--- src/inc/fault_status_pkg.sv ---
// Constants for the expansion fault status register bank
package fault_status_pkg;

  // ------------------------------------------------------------
  // Register bus
  // ------------------------------------------------------------
  localparam int          ADDR_W          = 16;
  localparam int          DATA_W          = 16;
  localparam logic [15:0] OFS_DEVICE      = 16'h0000;
  localparam logic [15:0] OFS_CFG_A       = 16'h0002;
  localparam logic [15:0] OFS_CFG_B       = 16'h0003;
  localparam logic [15:0] OFS_LINK_UNIT   = 16'h0004;
  localparam logic [15:0] OFS_INPUT_CNT   = 16'h0005;
  localparam logic [15:0] OFS_INT_STATUS  = 16'h0010;
  localparam logic [15:0] OFS_INT_MASK    = 16'h0011;
  localparam logic [15:0] RESET_WORD      = 16'h0000;
  localparam logic [15:0] UNMAPPED_WORD   = 16'h0000;

  // ------------------------------------------------------------
  // Field positions
  // ------------------------------------------------------------
  localparam int CFG_A_UNKNOWN   = 0;
  localparam int CFG_A_TOO_MANY  = 2;
  localparam int CFG_A_COMM      = 3;
  localparam int CFG_A_LOST      = 4;
  localparam int DEV_CFG_FAULT   = 1;
  localparam int DEV_LINK_FAULT  = 4;
  localparam int DEV_INPUT_FAULT = 10;

  // Masks of used bits; everything else reads zero
  localparam logic [15:0] CFG_A_USED   = 16'h001D;
  localparam logic [15:0] UNIT_USED    = 16'h00FF;
  localparam logic [15:0] INPUT_USED   = 16'h000F;
  localparam logic [15:0] DEVICE_USED  = 16'h0412;

  // ------------------------------------------------------------
  // Expansion chain
  // ------------------------------------------------------------
  localparam int          NUM_UNITS    = 8;
  localparam int          NUM_INPUTS   = 4;
  localparam int          COUNT_W      = 4;
  localparam logic [3:0]  MAX_ATTACHED = 4'h9;

  // ------------------------------------------------------------
  // Timing
  // ------------------------------------------------------------
  localparam int CLK_PERIOD_NS   = 4;
  localparam int RESP_TIMEOUT_NS = 100000;
  localparam int RESP_TIMEOUT_CYC =
    (RESP_TIMEOUT_NS + CLK_PERIOD_NS - 1) / CLK_PERIOD_NS;

endpackage : fault_status_pkg

--- src/rtl/expansion_config_error_status.sv ---
// Expansion unit fault status register bank with summary and interrupt
// Functional notes
// - Word A bit 0 is high while an unrecognised unit is attached.
// - Word A bit 2 is high while more than nine units are attached.
// - Word A bit 3 is high while any unit has a communication fault.
// - Word A bit 4 is high when a registered unit stops answering.
// - Word B bits 0 to 7 flag faults of units 1 to 8.
// - Link word bits 0 to 7 flag faults of units 1 to 8.
// - Input word bits 0 to 3 flag count errors of inputs 1 to 4.
// - Device word bit 1 tracks configuration faults, bit 4 link faults.
// - Device word bit 10 tracks any input count fault.
`timescale 1ns/1ps
module expansion_config_error_status
  import fault_status_pkg::*;
#(
  parameter int TIMEOUT_CYC = fault_status_pkg::RESP_TIMEOUT_CYC
) (
  input  wire logic                                  clk,
  input  wire logic                                  rst_n,
  input  wire logic [fault_status_pkg::ADDR_W-1:0]   addr,
  input  wire logic [fault_status_pkg::DATA_W-1:0]   wrData,
  input  wire logic                                  wrStb,
  input  wire logic                                  rdStb,
  output logic      [fault_status_pkg::DATA_W-1:0]   rdData,
  output logic                                       irq,
  input  wire logic                                  unknownUnitPin,
  input  wire logic [fault_status_pkg::COUNT_W-1:0]  unitCountPin,
  input  wire logic [fault_status_pkg::NUM_UNITS-1:0] unitCommFaultPin,
  input  wire logic [fault_status_pkg::NUM_UNITS-1:0] unitRegisteredPin,
  input  wire logic [fault_status_pkg::NUM_UNITS-1:0] unitResponsePin,
  input  wire logic [fault_status_pkg::NUM_INPUTS-1:0] inputCountFaultPin
);

  import fault_status_pkg::*;

  localparam int TMR_W = $clog2(TIMEOUT_CYC + 1);
  localparam logic [TMR_W-1:0] TMR_LAST = TMR_W'(TIMEOUT_CYC - 1);

  // ------------------------------------------------------------
  // Reset release
  // ------------------------------------------------------------
  logic rstMeta_n;
  logic rstSync_n;

  always_ff @(posedge clk or negedge rst_n) begin
    if (!rst_n) begin
      rstMeta_n <= 1'b0;
      rstSync_n <= 1'b0;
    end else begin
      rstMeta_n <= 1'b1;
      rstSync_n <= rstMeta_n;
    end
  end

  // ------------------------------------------------------------
  // Pin synchronisers
  // ------------------------------------------------------------
  localparam int PIN_W = 1 + COUNT_W + 4 * NUM_UNITS + NUM_INPUTS - NUM_UNITS;

  logic [PIN_W-1:0]      pinSync;
  logic                  unknownS;
  logic [COUNT_W-1:0]    countS;
  logic [NUM_UNITS-1:0]  commS;
  logic [NUM_UNITS-1:0]  regS;
  logic [NUM_UNITS-1:0]  respS;
  logic [NUM_INPUTS-1:0] inputS;

  fault_sync #(
    .WIDTH (PIN_W)
  ) u_pin_sync (
    .clk       (clk),
    .rstSync_n (rstSync_n),
    .asyncIn   ({unknownUnitPin, unitCountPin, unitCommFaultPin,
                 unitRegisteredPin, unitResponsePin, inputCountFaultPin}),
    .syncOut   (pinSync)
  );

  assign {unknownS, countS, commS, regS, respS, inputS} = pinSync;

  // ------------------------------------------------------------
  // Unit count qualification
  // ------------------------------------------------------------
  // Multi-bit count is only accepted once two samples agree
  logic [COUNT_W-1:0] countPrev;
  logic [COUNT_W-1:0] countStable;

  always_ff @(posedge clk or negedge rstSync_n) begin
    if (!rstSync_n) begin
      countPrev   <= '0;
      countStable <= '0;
    end else begin
      countPrev <= countS;
      if (countPrev == countS) begin
        countStable <= countS;
      end
    end
  end

  // ------------------------------------------------------------
  // Response watchdog per registered unit
  // ------------------------------------------------------------
  logic [NUM_UNITS-1:0] respPrev;
  logic [NUM_UNITS-1:0] respEdge;
  logic [TMR_W-1:0]     respTimer [NUM_UNITS];
  logic [NUM_UNITS-1:0] lostUnit;

  assign respEdge = respS ^ respPrev;

  always_ff @(posedge clk or negedge rstSync_n) begin
    if (!rstSync_n) begin
      respPrev <= '0;
      lostUnit <= '0;
      for (int i = 0; i < NUM_UNITS; i++) begin
        respTimer[i] <= '0;
      end
    end else begin
      respPrev <= respS;
      for (int i = 0; i < NUM_UNITS; i++) begin
        if (!regS[i] || respEdge[i]) begin
          respTimer[i] <= '0;
          lostUnit[i]  <= 1'b0;
        end else if (respTimer[i] == TMR_LAST) begin
          lostUnit[i]  <= 1'b1;
        end else begin
          respTimer[i] <= respTimer[i] + TMR_W'(1);
        end
      end
    end
  end

  // ------------------------------------------------------------
  // Status words
  // ------------------------------------------------------------
  logic [DATA_W-1:0] cfgWordA;
  logic [DATA_W-1:0] cfgWordB;
  logic [DATA_W-1:0] linkWord;
  logic [DATA_W-1:0] inputWord;
  logic [DATA_W-1:0] deviceWord;

  always_ff @(posedge clk or negedge rstSync_n) begin
    if (!rstSync_n) begin
      cfgWordA <= RESET_WORD;
    end else begin
      cfgWordA                 <= RESET_WORD;
      cfgWordA[CFG_A_UNKNOWN]  <= unknownS;
      cfgWordA[CFG_A_TOO_MANY] <= countStable > MAX_ATTACHED;
      cfgWordA[CFG_A_COMM]     <= |commS;
      cfgWordA[CFG_A_LOST]     <= |lostUnit;
    end
  end

  always_ff @(posedge clk or negedge rstSync_n) begin
    if (!rstSync_n) begin
      cfgWordB  <= RESET_WORD;
      linkWord  <= RESET_WORD;
      inputWord <= RESET_WORD;
    end else begin
      cfgWordB  <= {{(DATA_W - NUM_UNITS){1'b0}}, commS};
      linkWord  <= {{(DATA_W - NUM_UNITS){1'b0}}, commS};
      inputWord <= {{(DATA_W - NUM_INPUTS){1'b0}}, inputS};
    end
  end

  always_ff @(posedge clk or negedge rstSync_n) begin
    if (!rstSync_n) begin
      deviceWord <= RESET_WORD;
    end else begin
      deviceWord                  <= RESET_WORD;
      deviceWord[DEV_CFG_FAULT]   <= |{cfgWordA, cfgWordB};
      deviceWord[DEV_LINK_FAULT]  <= |linkWord;
      deviceWord[DEV_INPUT_FAULT] <= |inputWord;
    end
  end

  // ------------------------------------------------------------
  // Interrupt status and mask
  // ------------------------------------------------------------
  logic [DATA_W-1:0] devicePrev;
  logic [DATA_W-1:0] intStatus;
  logic [DATA_W-1:0] intMask;
  logic [DATA_W-1:0] intRise;
  logic [DATA_W-1:0] intClear;

  function automatic logic hit(input logic [ADDR_W-1:0] a, input logic [ADDR_W-1:0] ofs);
    hit = (a == ofs);
  endfunction : hit

  assign intRise  = deviceWord & ~devicePrev;
  assign intClear = (wrStb && hit(addr, OFS_INT_STATUS)) ? wrData : RESET_WORD;

  always_ff @(posedge clk or negedge rstSync_n) begin
    if (!rstSync_n) begin
      devicePrev <= RESET_WORD;
      intStatus  <= RESET_WORD;
    end else begin
      devicePrev <= deviceWord;
      // Set wins over a clear in the same cycle
      intStatus  <= ((intStatus & ~intClear) | intRise) & DEVICE_USED;
    end
  end

  always_ff @(posedge clk or negedge rstSync_n) begin
    if (!rstSync_n) begin
      intMask <= RESET_WORD;
    end else if (wrStb && hit(addr, OFS_INT_MASK)) begin
      intMask <= wrData & DEVICE_USED;
    end
  end

  always_ff @(posedge clk or negedge rstSync_n) begin
    if (!rstSync_n) begin
      irq <= 1'b0;
    end else begin
      irq <= |(intStatus & intMask);
    end
  end

  // ------------------------------------------------------------
  // Read port
  // ------------------------------------------------------------
  logic [DATA_W-1:0] next_rdData;

  always_comb begin
    unique case (addr)
      OFS_DEVICE:     next_rdData = deviceWord & DEVICE_USED;
      OFS_CFG_A:      next_rdData = cfgWordA & CFG_A_USED;
      OFS_CFG_B:      next_rdData = cfgWordB & UNIT_USED;
      OFS_LINK_UNIT:  next_rdData = linkWord & UNIT_USED;
      OFS_INPUT_CNT:  next_rdData = inputWord & INPUT_USED;
      OFS_INT_STATUS: next_rdData = intStatus;
      OFS_INT_MASK:   next_rdData = intMask;
      default:        next_rdData = UNMAPPED_WORD;
    endcase
  end

  // Data stand for one cycle only after the read strobe
  always_ff @(posedge clk or negedge rstSync_n) begin
    if (!rstSync_n) begin
      rdData <= RESET_WORD;
    end else if (rdStb) begin
      rdData <= next_rdData;
    end else begin
      rdData <= RESET_WORD;
    end
  end

  // ------------------------------------------------------------
  // Assertions
  // ------------------------------------------------------------
  a_unknown_flag: assert property (
    @(posedge clk) disable iff (!rstSync_n)
    cfgWordA[CFG_A_UNKNOWN] == $past(unknownS))
    else $error("Unknown unit flag does not follow its input");

  a_too_many_units: assert property (
    @(posedge clk) disable iff (!rstSync_n)
    cfgWordA[CFG_A_TOO_MANY] == ($past(countStable) > MAX_ATTACHED))
    else $error("Too many units flag wrong");

  a_comm_summary: assert property (
    @(posedge clk) disable iff (!rstSync_n)
    cfgWordA[CFG_A_COMM] == (|cfgWordB))
    else $error("Communication summary disagrees with per-unit word");

  a_lost_timeout: assert property (
    @(posedge clk) disable iff (!rstSync_n)
    (regS[0] && !respEdge[0] && respTimer[0] == TMR_LAST)
      |=> lostUnit[0] ##1 cfgWordA[CFG_A_LOST])
    else $error("Lost unit not flagged after timeout");

  a_unit_word_map: assert property (
    @(posedge clk) disable iff (!rstSync_n)
    cfgWordB[NUM_UNITS-1:0] == $past(commS))
    else $error("Word B does not follow unit faults");

  a_link_word_same: assert property (
    @(posedge clk) disable iff (!rstSync_n)
    linkWord[NUM_UNITS-1:0] == $past(commS) && linkWord[DATA_W-1:NUM_UNITS] == '0)
    else $error("Link word does not follow unit faults");

  a_input_word_map: assert property (
    @(posedge clk) disable iff (!rstSync_n)
    $rose(inputS[0]) |=> inputWord[0] ##1 deviceWord[DEV_INPUT_FAULT])
    else $error("Input fault not reported");

  a_device_cfg_bit: assert property (
    @(posedge clk) disable iff (!rstSync_n)
    deviceWord[DEV_CFG_FAULT] == $past(|{cfgWordA, cfgWordB}))
    else $error("Device configuration summary wrong");

  a_device_io_bit: assert property (
    @(posedge clk) disable iff (!rstSync_n)
    deviceWord[DEV_INPUT_FAULT] == $past(|inputWord))
    else $error("Device input summary wrong");

  a_unused_zero: assert property (
    @(posedge clk) disable iff (!rstSync_n)
    (cfgWordA & ~CFG_A_USED) == RESET_WORD && (inputWord & ~INPUT_USED) == RESET_WORD
      && (deviceWord & ~DEVICE_USED) == RESET_WORD)
    else $error("Unused status bit set");

  a_read_cfg_a: assert property (
    @(posedge clk) disable iff (!rstSync_n)
    (rdStb && addr == OFS_CFG_A) |=> rdData == ($past(cfgWordA) & CFG_A_USED))
    else $error("Word A read returns wrong data");

  a_irq_level: assert property (
    @(posedge clk) disable iff (!rstSync_n)
    irq == $past(|(intStatus & intMask)))
    else $error("Interrupt level wrong");

endmodule : expansion_config_error_status

--- src/rtl/fault_sync.sv ---
// Two-stage synchroniser for a vector of level inputs
`timescale 1ns/1ps
module fault_sync #(
  parameter int WIDTH = 1
) (
  input  wire logic             clk,
  input  wire logic             rstSync_n,
  input  wire logic [WIDTH-1:0] asyncIn,
  output logic      [WIDTH-1:0] syncOut
);

  logic [WIDTH-1:0] stage1;

  always_ff @(posedge clk or negedge rstSync_n) begin
    if (!rstSync_n) begin
      stage1  <= '0;
      syncOut <= '0;
    end else begin
      stage1  <= asyncIn;
      syncOut <= stage1;
    end
  end

endmodule : fault_sync
--- config.mk ---
export PLATFORM = sky130hd
export DESIGN_NAME = expansion_config_error_status
export DESIGN_NICKNAME = d
export VERILOG_FILES = /design/src/inc/fault_status_pkg.sv /design/src/rtl/expansion_config_error_status.sv /design/src/rtl/fault_sync.sv
export SDC_FILE = /design/constraint.sdc
export NUM_CORES = 1
export LEC_CHECK = 0
export ABC_CLOCK_PERIOD_IN_PS = 9000
export BUFFER_PORTS_ARGS = -buffer_cell sky130_fd_sc_hd__buf_2
export CAP_MARGIN = 5
export CORE_MARGIN = 2
export CORE_UTILIZATION = 40
export CTS_BUF_LIST = sky130_fd_sc_hd__clkbuf_8
export DETAILED_ROUTE_END_ITERATION = 12
export PLACE_DENSITY = 0.6
export SLEW_MARGIN = 5
export SYNTH_ARGS = -nofsm -noshare
export SYNTH_HDL_FRONTEND = slang
export SYNTH_SLANG_ARGS = --single-unit
--- constraint.sdc ---
create_clock -name clk -period 9 [get_ports clk]
set_clock_uncertainty 0.2 [all_clocks]
set_input_delay 0.9 -clock clk [delete_from_list [all_inputs] [get_ports clk]]
set_output_delay 0.9 -clock clk [all_outputs]
set_load 0.01 [all_outputs]
Word level (Yosys, flattened, before mapping)
Cells that the tools add are included.

Register bits: 257. Word-level logic and storage cells: 140.

Add/sub/neg operators: 8. Magnitude comparators: 1. Eq/ne operators: 23. Muxes and demuxes: 35. Bitwise gates (word level): 7. Reduce and logical (&&, ||, !) cells: 34.

Operator list (count): 2-to-1 mux 15 bit (16); adder 15 x 1 -> 15 bit (second input constant) (8); == test 15 bit (second input constant) (8); one-hot mux 11 bit (6 select lines) (1); bitwise AND 11 bit (3); == test 16 x 2 -> 1 bit (second input constant) (2); == test 16 x 3 -> 1 bit (second input constant) (2); == test 16 x 5 -> 1 bit (second input constant) (2); OR reduction 8 bit (3); 2-to-1 mux 11 bit (2); NOT 11 bit (2); zero test 16 bit (1); 2-to-1 mux 1 bit (16); inequality test 2 bit (second input constant) (8); nonzero test 2 bit (8); OR reduction 16 bit (1); OR reduction 12 bit (1); bitwise OR 11 bit (1); zero test 1 bit (8); logical OR 1 bit (8); bitwise XOR 8 bit (1); == test 4 bit (1); greater-than comparator 4 bit (second input constant) (1); OR reduction 4 bit (1); 2 further kinds (3).

Logic depth before layout (Yosys ltp)
Gate-level depths: netlist of run 1.

Depth in word-level cells: 6. Depth in mapped cells: 6. Depth with buffers taken out: 5.

Cells and area by module
From an unflattened synthesis of run 1, not the netlist that was laid out.

Cell total of the unflattened synthesis: 895. Area, all modules: 10139.7 um^2.

Modules (own cells, without submodules): expansion_config_error_status (instances 1, cells each 829, area an instance 8488.1 um^2, sequential area each 4579.4 um^2); fault_sync (instances 1, cells each 66, area an instance 1651.6 um^2, sequential area each 1651.6 um^2).

Worst setup path after synthesis of run 1
No wires, ideal clock.

Path kind: input port to flip-flop. From: in addr[5] in the netlist's numbering. To: reg intMask[10]. Setup time: 0.125 ns. Arrival time: 2.201 ns. Data required time: 8.675 ns. Setup slack: 6.474 ns. Stages on the path: 4. Buffers on the path: 0. Path through: or3_4 > and4bb_2 > and4_1 > mux2_2.

Longest elaborated chain between the ends: 2.

Ends and longest elaborated chain: from (decl) (line expansion_config_error_status.sv:20) `input wire logic [fault_status_pkg::ADDR_W-1:0] addr,`; == test 16 x 5 -> 1 bit (line expansion_config_error_status.sv:185) `hit = (a == ofs);`; logical AND 1 bit (line expansion_config_error_status.sv:205) `end else if (wrStb && hit(addr, OFS_INT_MASK)) begin`; to (signal assigned) (line expansion_config_error_status.sv:206) `intMask <= wrData & DEVICE_USED;`; to (decl) (line expansion_config_error_status.sv:180) `logic [DATA_W-1:0] intMask;`.

Every way passes these cells. A chain may end at the register's enable or synchronous reset.

Worst setup path after layout of run 1
From: in addr[0] in the netlist's numbering. To: reg intMask[10].

The elaborated chain is that of the path after synthesis.

==> flow_summary.ini, run 1 <==
[sta]
clock.fmax_ghz = 0.450
worst_slew_pin_slew_ns = 0.849
drv_slew = 0
slew-limit-headroom_pct = 43.4
tns_ns = 0
fin_ws_ns = 6.78
grt_setup_unrepaired = no
min_period_ns = 2.22
finalHoldViolCount = 0
setup-violations-final = 0
finalCritPeriodShare_pct = 24.7

[clock_tree]
cts_tree = done
clockBufferDepth = 3
cts_buffers = 43
htreeDepth = 2
clk_latency_ns = 0.53
clkTransAtPathRegs_ns = 0.06
cts_root_buffer = clkbuf_8
cts.sinks = 249
cts_resized = 0

[synthesis]
async_flop_share_pct = 100
synth-seq-area-share_pct = 61.6
ys_warn_count = 0
synth-adder-area-share_pct = 1.09
ys_seq_elements = 249
yosys.area_share.simple_pct = 20.2
yosysTopAreaCell = dfrtp_1
synthMuxAreaShare_pct = 2.70
synth_top_family_by_area = simple AND/OR/NAND/NOR gates
synthTopCellsByArea = dfrtp_1 62%, xnor2_1 4.8%, nor2_1 3.9%
synth_cell_type_count = 51
synth_xor_area_share_pct = 6.84
synth-compound-area-share_pct = 5.48
syn_area_sq_mm = 0.0101
synth_flop_cell = dfrtp_1
synth_top_area_share_pct = 61.6
synthCells = 886
synth.avg_cell_area_sq_um = 11.4
synth-edff-count = 0

[run_status]
status = completed

[place]
pre_cts_ws_ns = 6.27
dp_cells = 1262
place.port_buffers = 65
hpwl_mm = 11.4
place_congestion = 0.771

[floorplan]
io_pins = 86
initial_utilization_pct = 40.4
die_area_sq_mm = 0.0266
core_area_sq_mm = 0.0250
rows = 58
die_x_um = 163
die_y_um = 163

[critical_path]
timing.rr.start = respTimer[60]
path_max_fanout = 13
crit_type = input port to flip-flop
endpoint_kind = flip-flop
r2r_end = respTimer[74]
r2r_setup_slack_ns = 6.97
cp_data_arrival_time_ns = 2.43
reg2reg_depth = 5
cp-start-kind = input port
crit_required_ns = 9.21

[drt]
viasPerCell = 4.96
ant_nets = 0
drc = 0
drtPass1Iterations = 5
wl_per_cell_um = 13.3
drt_iter0_markers = 388
wl_mm = 17.8
vias = 6652

[grt]
grt_pass1_vias = 6677
grt_max_degree = 161
grt_first_pass_wirelength_mm = 31.0
grt-ovfl-total = 0
grt_use_total_pct = 14.1
antenna_found_initial = 0

[final_layout]
final.fill_count = 2297
nets = 1055
antenna_cells = 0
fin_cells = 1341
drive_gt1_share_pct = 15.1
area_growth_pct = 16.3
postLayoutCoreUtil_pct = 47.0

[power_and_ir_drop]
irDropWorstVdd_uv = 164
p_sw_mw = 0.517
p_per_area_mw_per_mm2 = 203
p_clk_share_pct = 47.2
leakagePower_nw = 4.93
intPower_mw = 1.87
p_sw_share_pct = 21.7
p_total_mw = 2.38
seqPwrFrac_pct = 49.3
pwr-share-comb_pct = 3.5

[hold_path]
hold_path_class = flip-flop to asynchronous set/reset pin

[run]
maxCapViolCount = 0
-- power groups by stage --
stage | sequential [mW] | combinational (mW) | clock, mW
after detailed placement | 1.20 | 0.0867 | 0
after global routing | 1.18 | 0.0975 | 1.22
after global placement | 1.20 | 0.0855 | 0
after floorplan | 1.20 | 0.0468 | 0
final | 1.18 | 0.0843 | 1.12
after CTS | 1.18 | 0.0874 | 1.17
-- cell usage after synthesis, drive strengths merged (2+ instances only) --
cell type	count
or4b	2
or2	2
and3	5
conb	2
xor2	24
a22oi	2
nor2	104
clkbuf	16
nor4b	3
nand4b	2
nor2b	5
a21oi	37
and4b	6
a222oi	2
ha	8
o22ai	3
nand3	47
and4	6
or3	39
buf	11
and2	7
inv	20
mux2	10
nand2b	5
dfrtp	249
nor3	31
nand2	45
nor4bb	13
o211ai	4
o21ai	35
or4	2
xnor2	55
mux2i	16
nand4	17
nor3b	3
nor4	33
a22o	3
o31ai	5
-- cell families after synthesis --
| logic type | after synthesis |
|---|---|
| flip-flops | 249 |
| XOR/XNOR | 79 |
| AO/OA/AOI/OAI | 96 |
| AND/OR/NAND/NOR | 378 |
| adder cells (fa/ha/maj) | 9 |
| buffers and inverters | 47 |
| multiplexers | 26 |
| other | 2 |
-- placed cells by master (no fill, tap or decap), types with 3 or more instances in the layout --
cell type  synthesis  routed
nor4_1            31      31
o21ai_0           35      35
nor2_1           104     104
xor2_1            24      24
o211ai_1           4       4
mux2_2            10      10
inv_1             20      31
o22ai_1            3       3
nor3b_1            3       3
conb_1             2       8
nand3_1           47      47
ha_1               8       8
nor4b_1            3       3
or3_1             38      38
and3_1             5       5
a22o_1             3       3
clkinv_2           0       4
bufinv_16          0       4
buf_2              3      65
a21oi_1           37      37
and4b_1            6       6
and2_1             6       6
nor3_1            31      31
nand2_1           45      45
and4_1             6       6
xnor2_1           55      55
clkbuf_8           0      57
nand2b_1           5       5
o31ai_1            5       5
nor4bb_1          13      13
nand4_1           17      17
dfrtp_1          249     248
mux2i_1           16      16
nor2b_1            5       5
-- stage by stage --
stage          cell area (sq um)  hold WS, ns
2_1_floorplan              10100        0.131
3_3_place_gp               10800       0.0738
3_5_place_dp               10800       0.0692
4_1_cts                    11800       0.0766
5_1_grt                    11800        0.108
6_report                   11800       0.0636
-- what timing repair did --
| item | in CTS | in global routing |
|---|---|---|
| endpoints found under the hold margin | 2 | 0 |
| buffers inserted | 0 | 0 |
| hold buffers | 1 | 0 |
| setup endpoints to repair | 0 | 0 |
-- worst max-delay path by stage --
stage | start | end | slack [ns] | cells after the start
3_3_place_gp | addr[5] | intMask[10] | 6.27 | 5
6_report | addr[0] | intMask[10] | 6.78 | 5
5_1_grt | addr[13] | rdData[4] | 6.70 | 5
2_1_floorplan | rstSync_n | cfgWordA[0] | 1.35 | 0
4_1_cts | addr[0] | intMask[10] | 6.83 | 5
3_5_place_dp | addr[0] | intMask[10] | 6.27 | 5
-- metal layers --
| layer | vias to the layer above | global-route usage (%) | part of all wire [%] | wire [um] |
|---|---|---|---|---|
| met4 | 0 | 4.95 | 1.8 | 328 |
| met3 | 22 | 3.05 | 4.3 | 765 |
| met2 | 119 | 22.5 | 46 | 8270 |
| met1 | 3204 | 19.0 | 48 | 8480 |
| li1 | 3307 | - | - | - |
| met5 | - | 0 | 0 | 0 |
-- state kept, by name (all words and copies together), names as in the netlist --
name,flops
respTimer,120
u_pin_sync.stage1,33
u_pin_sync.syncOut,33
rdData,9
linkWord,8
lostUnit,8
respPrev,8
cfgWordA,4
countPrev,4
inputWord,4
countStable,3
devicePrev,3
deviceWord,3
intMask,3
intStatus,3
irq,1
rstMeta_n,1
rstSync_n,1
-- area by class of cell --
| cell class | count | area, sq um | area share [%] |
|---|---|---|---|
| tap | 330 | 413 | 3.51 |
| clock buffer | 57 | 785 | 6.67 |
| inverter | 20 | 75.1 | 0.638 |
| timing repair buffer | 68 | 363 | 3.08 |
| sequential | 249 | 6230 | 53.0 |
| clock inverter | 21 | 198 | 1.68 |
| multi-input combinational | 596 | 3700 | 31.5 |
-- worst max-delay path, stage by stage --
cell and delay (ns):
buf_2 0.28, nor2b_1 0.29, and4bb_2 0.32, and4_1 0.29, mux2_2 0.35
Power figures use the tool's default switching activity.
==> run 2, diff against run 1 <==
--- a/config.mk
+++ b/config.mk
@@ -5,7 +5,7 @@
 export SDC_FILE = /design/constraint.sdc
 export NUM_CORES = 1
 export LEC_CHECK = 0
-export ABC_CLOCK_PERIOD_IN_PS = 9000
+export ABC_CLOCK_PERIOD_IN_PS = 2300
 export BUFFER_PORTS_ARGS = -buffer_cell sky130_fd_sc_hd__buf_2
 export CAP_MARGIN = 5
 export CORE_MARGIN = 2
==> constraint.sdc (replaced) <==
create_clock -name clk -period 2.3 [get_ports clk]
set_clock_uncertainty 0.2 [all_clocks]
set_input_delay 0.23 -clock clk [delete_from_list [all_inputs] [get_ports clk]]
set_output_delay 0.23 -clock clk [all_outputs]
set_load 0.01 [all_outputs]
==> flow_summary.ini, run 2 (synthesis results as in run 1) <==
[grt]
grt_pass1_vias = 6831
antenna_found_initial = 0
grt-ovfl-total = 0
grt_max_degree = 76
grt_use_total_pct = 14.5
grt_first_pass_wirelength_mm = 32.2

[critical_path]
cp_data_arrival_time_ns = 2.51
crit_required_ns = 2.49
path_buf_inv = 3
crit_chain = dlygate4sd3_1 -> buf_2 -> and4bb_2 -> and4_1 -> mux2_2 -> dlygate4sd3_1
endpoint_kind = flip-flop
r2r_end = respTimer[31]
reg2reg_depth = 4
crit_cells = 6
timing.rr.start = respTimer[41]
slowest_delay_ns = 0.56
cp-start-kind = input port
crit_end = intMask[4]
startpoint = addr[1]
cp_slowest_cell = dlygate4sd3_1
r2r_setup_slack_ns = 0.26
crit_type = input port to flip-flop
crit_top_cell = dlygate4sd3_1
path_max_fanout = 10
critPathTopFamily = buffers and inverters

[floorplan]
core_area_sq_mm = 0.0250
die_x_um = 163
initial_utilization_pct = 40.4
io_pins = 86
die_y_um = 163
die_area_sq_mm = 0.0266
rows = 58

[clock_tree]
cts_buffers = 41
clk_latency_ns = 0.52
clkTransAtPathRegs_ns = 0.06
post_cts_buffers = 0
clockBufferDepth = 3
cts_root_buffer = clkbuf_8
htreeDepth = 2
cts.sinks = 249
cts_tree = done

[sta]
finalHoldViolCount = 0
setup-violations-final = 2
tns_ns = -0.0379
fin_ws_ns = -0.0199
worst_slew_pin_slew_ns = 0.640
finalCritPeriodShare_pct = 101
holdWs_ns = 0.0180
clock.fmax_ghz = 0.431
slew-limit-headroom_pct = 57.4
grt_setup_unrepaired = yes
min_period_ns = 2.32
drv_slew = 0

[drt]
ant_nets = 0
drc = 0
wl_mm = 18.4
drt_iter0_markers = 420
vias = 6857
wl_per_cell_um = 13.3
drtPass1Iterations = 4
viasPerCell = 4.94

[final_layout]
area_growth_pct = 21.3
nets = 1106
fin_area_sq_mm = 0.0123
postLayoutCoreUtil_pct = 49.0
largest_register = respTimer
layout_common_cells = 248 x dfrtp_1, 104 x nor2_1, 65 x buf_2
antenna_cells = 0
mostFrequentLayoutCell = dfrtp_1
drive_gt1_share_pct = 14.4
final.fill_count = 2281
largestRegisters = respTimer: 120 flops, u_pin_sync.stage1: 33 flops, u_pin_sync.syncOut: 33 flops
largest_reg_flops = 120

[run_status]
status = finished, violations left
violations = negative setup slack

[place]
dpl_cell_area_sq_mm = 0.0108
place.port_buffers = 65
place_congestion = 0.789
hpwl_mm = 11.7

[hold_path]
hold_path_class = input port to flip-flop

[power_and_ir_drop]
irDropWorstVdd_uv = 492
p_total_mw = 9.23
p_per_area_mw_per_mm2 = 752
leakagePower_nw = 5.14

[run]
maxCapViolCount = 0
==> run 2: repair_timing <==
item,4_1_cts,5_1_grt
gates resized for setup,0,1
endpoints found under the hold margin,50,0
endpoints found under the setup margin,0,11
hold buffers,51,0
==> run 2: cell type report <==
class                      instances  area [sq um]  share of cell area (%)
multi-input combinational        596          3710                    30.2
clock buffer                      57           785                    6.39
timing repair buffer             121           911                    7.42
sequential                       249          6230                    50.8
inverter                          20          75.1                   0.612
tap                              330           413                    3.36
clock inverter                    16           145                    1.18
==> run 2: through the flow <==
step | worst slack, ns | instances
2_1_floorplan | -0.404 | 892
3_3_place_gp | 0.262 | 1265
3_5_place_dp | 0.253 | 1265
4_1_cts | 0.0163 | 1389
5_1_grt | -0.108 | 1389
6_report | -0.0199 | 1389
==> run 2: per-layer routing <==
| metal | track usage (%) | wire [um] | vias up |
|---|---|---|---|
| li1 | - | - | 3411 |
| met1 | 19.8 | 8740 | 3311 |
| met2 | 23.4 | 8540 | 109 |
| met3 | 3.20 | 832 | 26 |
| met4 | 4.06 | 312 | 0 |
| met5 | 0 | 0 | - |
==> run 2: power by group <==
| part | switching (mW) | internal [mW] | leakage (nW) | total, mW |
|---|---|---|---|---|
| Sequential | 0.0806 | 4.52 | 3.20 | 4.60 |
| Combinational | 0.222 | 0.181 | 1.43 | 0.403 |
| Clock | 1.70 | 2.53 | 0.513 | 4.23 |
==> run 2: worst min path at each step <==
stage / startpoint / endpoint / slack (ns) / cells after the start
detailed placement: rst_n / rstMeta_n / -0.18 / 1
global placement: rst_n / rstMeta_n / -0.18 / 1
global route: addr[15] / rdData[4] / 0.02 / 5
CTS: addr[13] / rdData[4] / 0.0006 / 5
floorplan: rst_n / rstMeta_n / -0.27 / 0
finish: addr[13] / rdData[4] / 0.02 / 5
==> run 2: tightest hold or removal path, delay by kind of cell <==
| family | cells | cell delay (ns) |
|---|---|---|
| AO/OA/AOI/OAI | 2 | 0.19 |
| AND/OR/NAND/NOR | 2 | 0.17 |
| buffers and inverters | 1 | 0.08 |
==> run 3, diff against run 2 <==
--- a/config.mk
+++ b/config.mk
@@ -7,12 +7,13 @@
 export LEC_CHECK = 0
 export ABC_CLOCK_PERIOD_IN_PS = 2300
 export BUFFER_PORTS_ARGS = -buffer_cell sky130_fd_sc_hd__buf_2
-export CAP_MARGIN = 5
+export CAP_MARGIN = 20
 export CORE_MARGIN = 2
 export CORE_UTILIZATION = 40
 export CTS_BUF_LIST = sky130_fd_sc_hd__clkbuf_8
 export DETAILED_ROUTE_END_ITERATION = 12
 export PLACE_DENSITY = 0.6
+export SKIP_CTS_REPAIR_TIMING = 1
 export SLEW_MARGIN = 5
 export SYNTH_ARGS = -nofsm -noshare
 export SYNTH_HDL_FRONTEND = slang
==> flow_summary.ini, run 3 (synthesis results as in run 1) <==
[run_status]
status = completed

[drt]
drtPass1Iterations = 4
drc = 0
wl_per_cell_um = 13.2
wl_mm = 18.3
ant_nets = 0
drt_iter0_markers = 338
vias = 6809
viasPerCell = 4.92

[sta]
setup-violations-final = 0
clock.fmax_ghz = 0.480
grt_setup_unrepaired = no
finalCritPeriodShare_pct = 90.6
fin_ws_ns = 0.217
drv_slew = 0
worst_slew_pin_slew_ns = 0.644
slew-limit-headroom_pct = 57.0
min_period_ns = 2.08
holdWs_ns = 0.0179
finalHoldViolCount = 0

[grt]
grt_pass1_vias = 6565
grt_first_pass_wirelength_mm = 31.2
grt_use_total_pct = 14.0
grt_max_degree = 76
grt-ovfl-total = 0
antenna_found_initial = 1

[critical_path]
cp_slowest_cell = dlygate4sd3_1
r2r_setup_slack_ns = 0.26
cp-start-kind = input port
path_max_fanout = 5
crit_type = input port to flip-flop
path_buf_inv = 2
crit_chain = dlygate4sd3_1 -> buf_2 -> or3_4 -> and4bb_2 -> and4_1 -> mux2_2
slowest_delay_ns = 0.54
crit_required_ns = 2.50
cp_data_arrival_time_ns = 2.28
endpoint_kind = flip-flop
critPathTopFamily = simple AND/OR/NAND/NOR gates

[clock_tree]
cts.sinks = 249
clkTransAtPathRegs_ns = 0.06
htreeDepth = 2
clk_latency_ns = 0.53
cts_tree = done
clockBufferDepth = 3
cts_buffers = 41
cts_root_buffer = clkbuf_8

[final_layout]
largest_reg_flops = 120
largest_register = respTimer
multi_input_area_sq_mm = 0.00370
final.fill_count = 2287
nets = 1100
mostFrequentLayoutCell = dfrtp_1
largestRegisters = respTimer: 120 flops, u_pin_sync.stage1: 33 flops, u_pin_sync.syncOut: 33 flops
drive_gt1_share_pct = 14.4
layout_common_cells = 248 x dfrtp_1, 104 x nor2_1, 65 x buf_2
regArea_sq_mm = 0.00623
area_growth_pct = 20.6

[power_and_ir_drop]
intPower_mw = 7.23
p_sw_mw = 2.00
p_sw_share_pct = 21.6
p_clk_share_pct = 45.8
leakagePower_nw = 5.10
p_per_area_mw_per_mm2 = 755
seqPwrFrac_pct = 49.9
pwr-share-comb_pct = 4.3
irDropWorstVdd_uv = 489

[floorplan]
initial_utilization_pct = 40.4
die_y_um = 163
die_area_sq_mm = 0.0266
die_x_um = 163
io_pins = 86
core_area_sq_mm = 0.0250
rows = 58

[place]
place_congestion = 0.789
pre_cts_ws_ns = 0.253
hpwl_mm = 11.7
place.port_buffers = 65

[hold_path]
hold_path_class = input port to flip-flop

[run]
maxCapViolCount = 0
-- run 3: per-stage QoR --
stage / std cells / area, sq um / setup TNS, ns / util (%) / power, mW
floorplan: 892 / 10100 / -99.76 / - / 4.89
detailed placement: 1265 / 10800 / 0 / 43.2 / 5.03
finish: 1384 / 12200 / 0 / 48.8 / 9.22
global placement: 1265 / 10800 / 0 / 43.2 / 5.02
global route: 1384 / 12200 / 0 / 48.8 / 9.65
CTS: 1338 / 11800 / 0 / 47.0 / 9.33
-- run 3: layer usage --
| layer | track usage [%] | vias up | share of wire (%) |
|---|---|---|---|
| met3 | 3.25 | 26 | 4.8 |
| met2 | 22.3 | 118 | 46 |
| met5 | 0 | - | 0 |
| met1 | 19.4 | 3266 | 47 |
| li1 | - | 3399 | - |
| met4 | 4.06 | 0 | 1.7 |
-- run 3: final timing paths --
path,cells past startpoint,end,from
min reg2reg,0,u_pin_sync.stage1[13],rstSync_n
max in group asynchronous,1,respPrev[4],rstSync_n
max reg2reg,4,respTimer[31],respTimer[41]
max,6,intMask[1],addr[5]
min in group asynchronous,0,u_pin_sync.stage1[13],rstSync_n
min,5,rdData[4],addr[9]
-- run 3: worst reg2reg max path: stages, from the launching register on --
cell and delay [ns]:
dfrtp_1 0.42, or4b_4 0.56, nor4_4 0.43, mux2i_1 0.24, nor2_1 0.05
-- run 3: final cells by class --
class	instances	area share (%)
Multi-Input combinational cell	596	30.3
Timing Repair Buffer	115	6.97
Sequential cell	249	51.1
Antenna cell	1	0.0205
Clock buffer	57	6.43
Inverter	20	0.615
Tap cell	330	3.38
Clock inverter	16	1.19
-- run 3: power by group through the flow --
stage          clock network [mW]  logic (mW)  registers, mW
2_1_floorplan                   0       0.183           4.71
3_3_place_gp                    0       0.343           4.68
3_5_place_dp                    0       0.350           4.68
4_1_cts                      4.38       0.351           4.60
5_1_grt                      4.58       0.453           4.62
6_report                     4.23       0.397           4.60
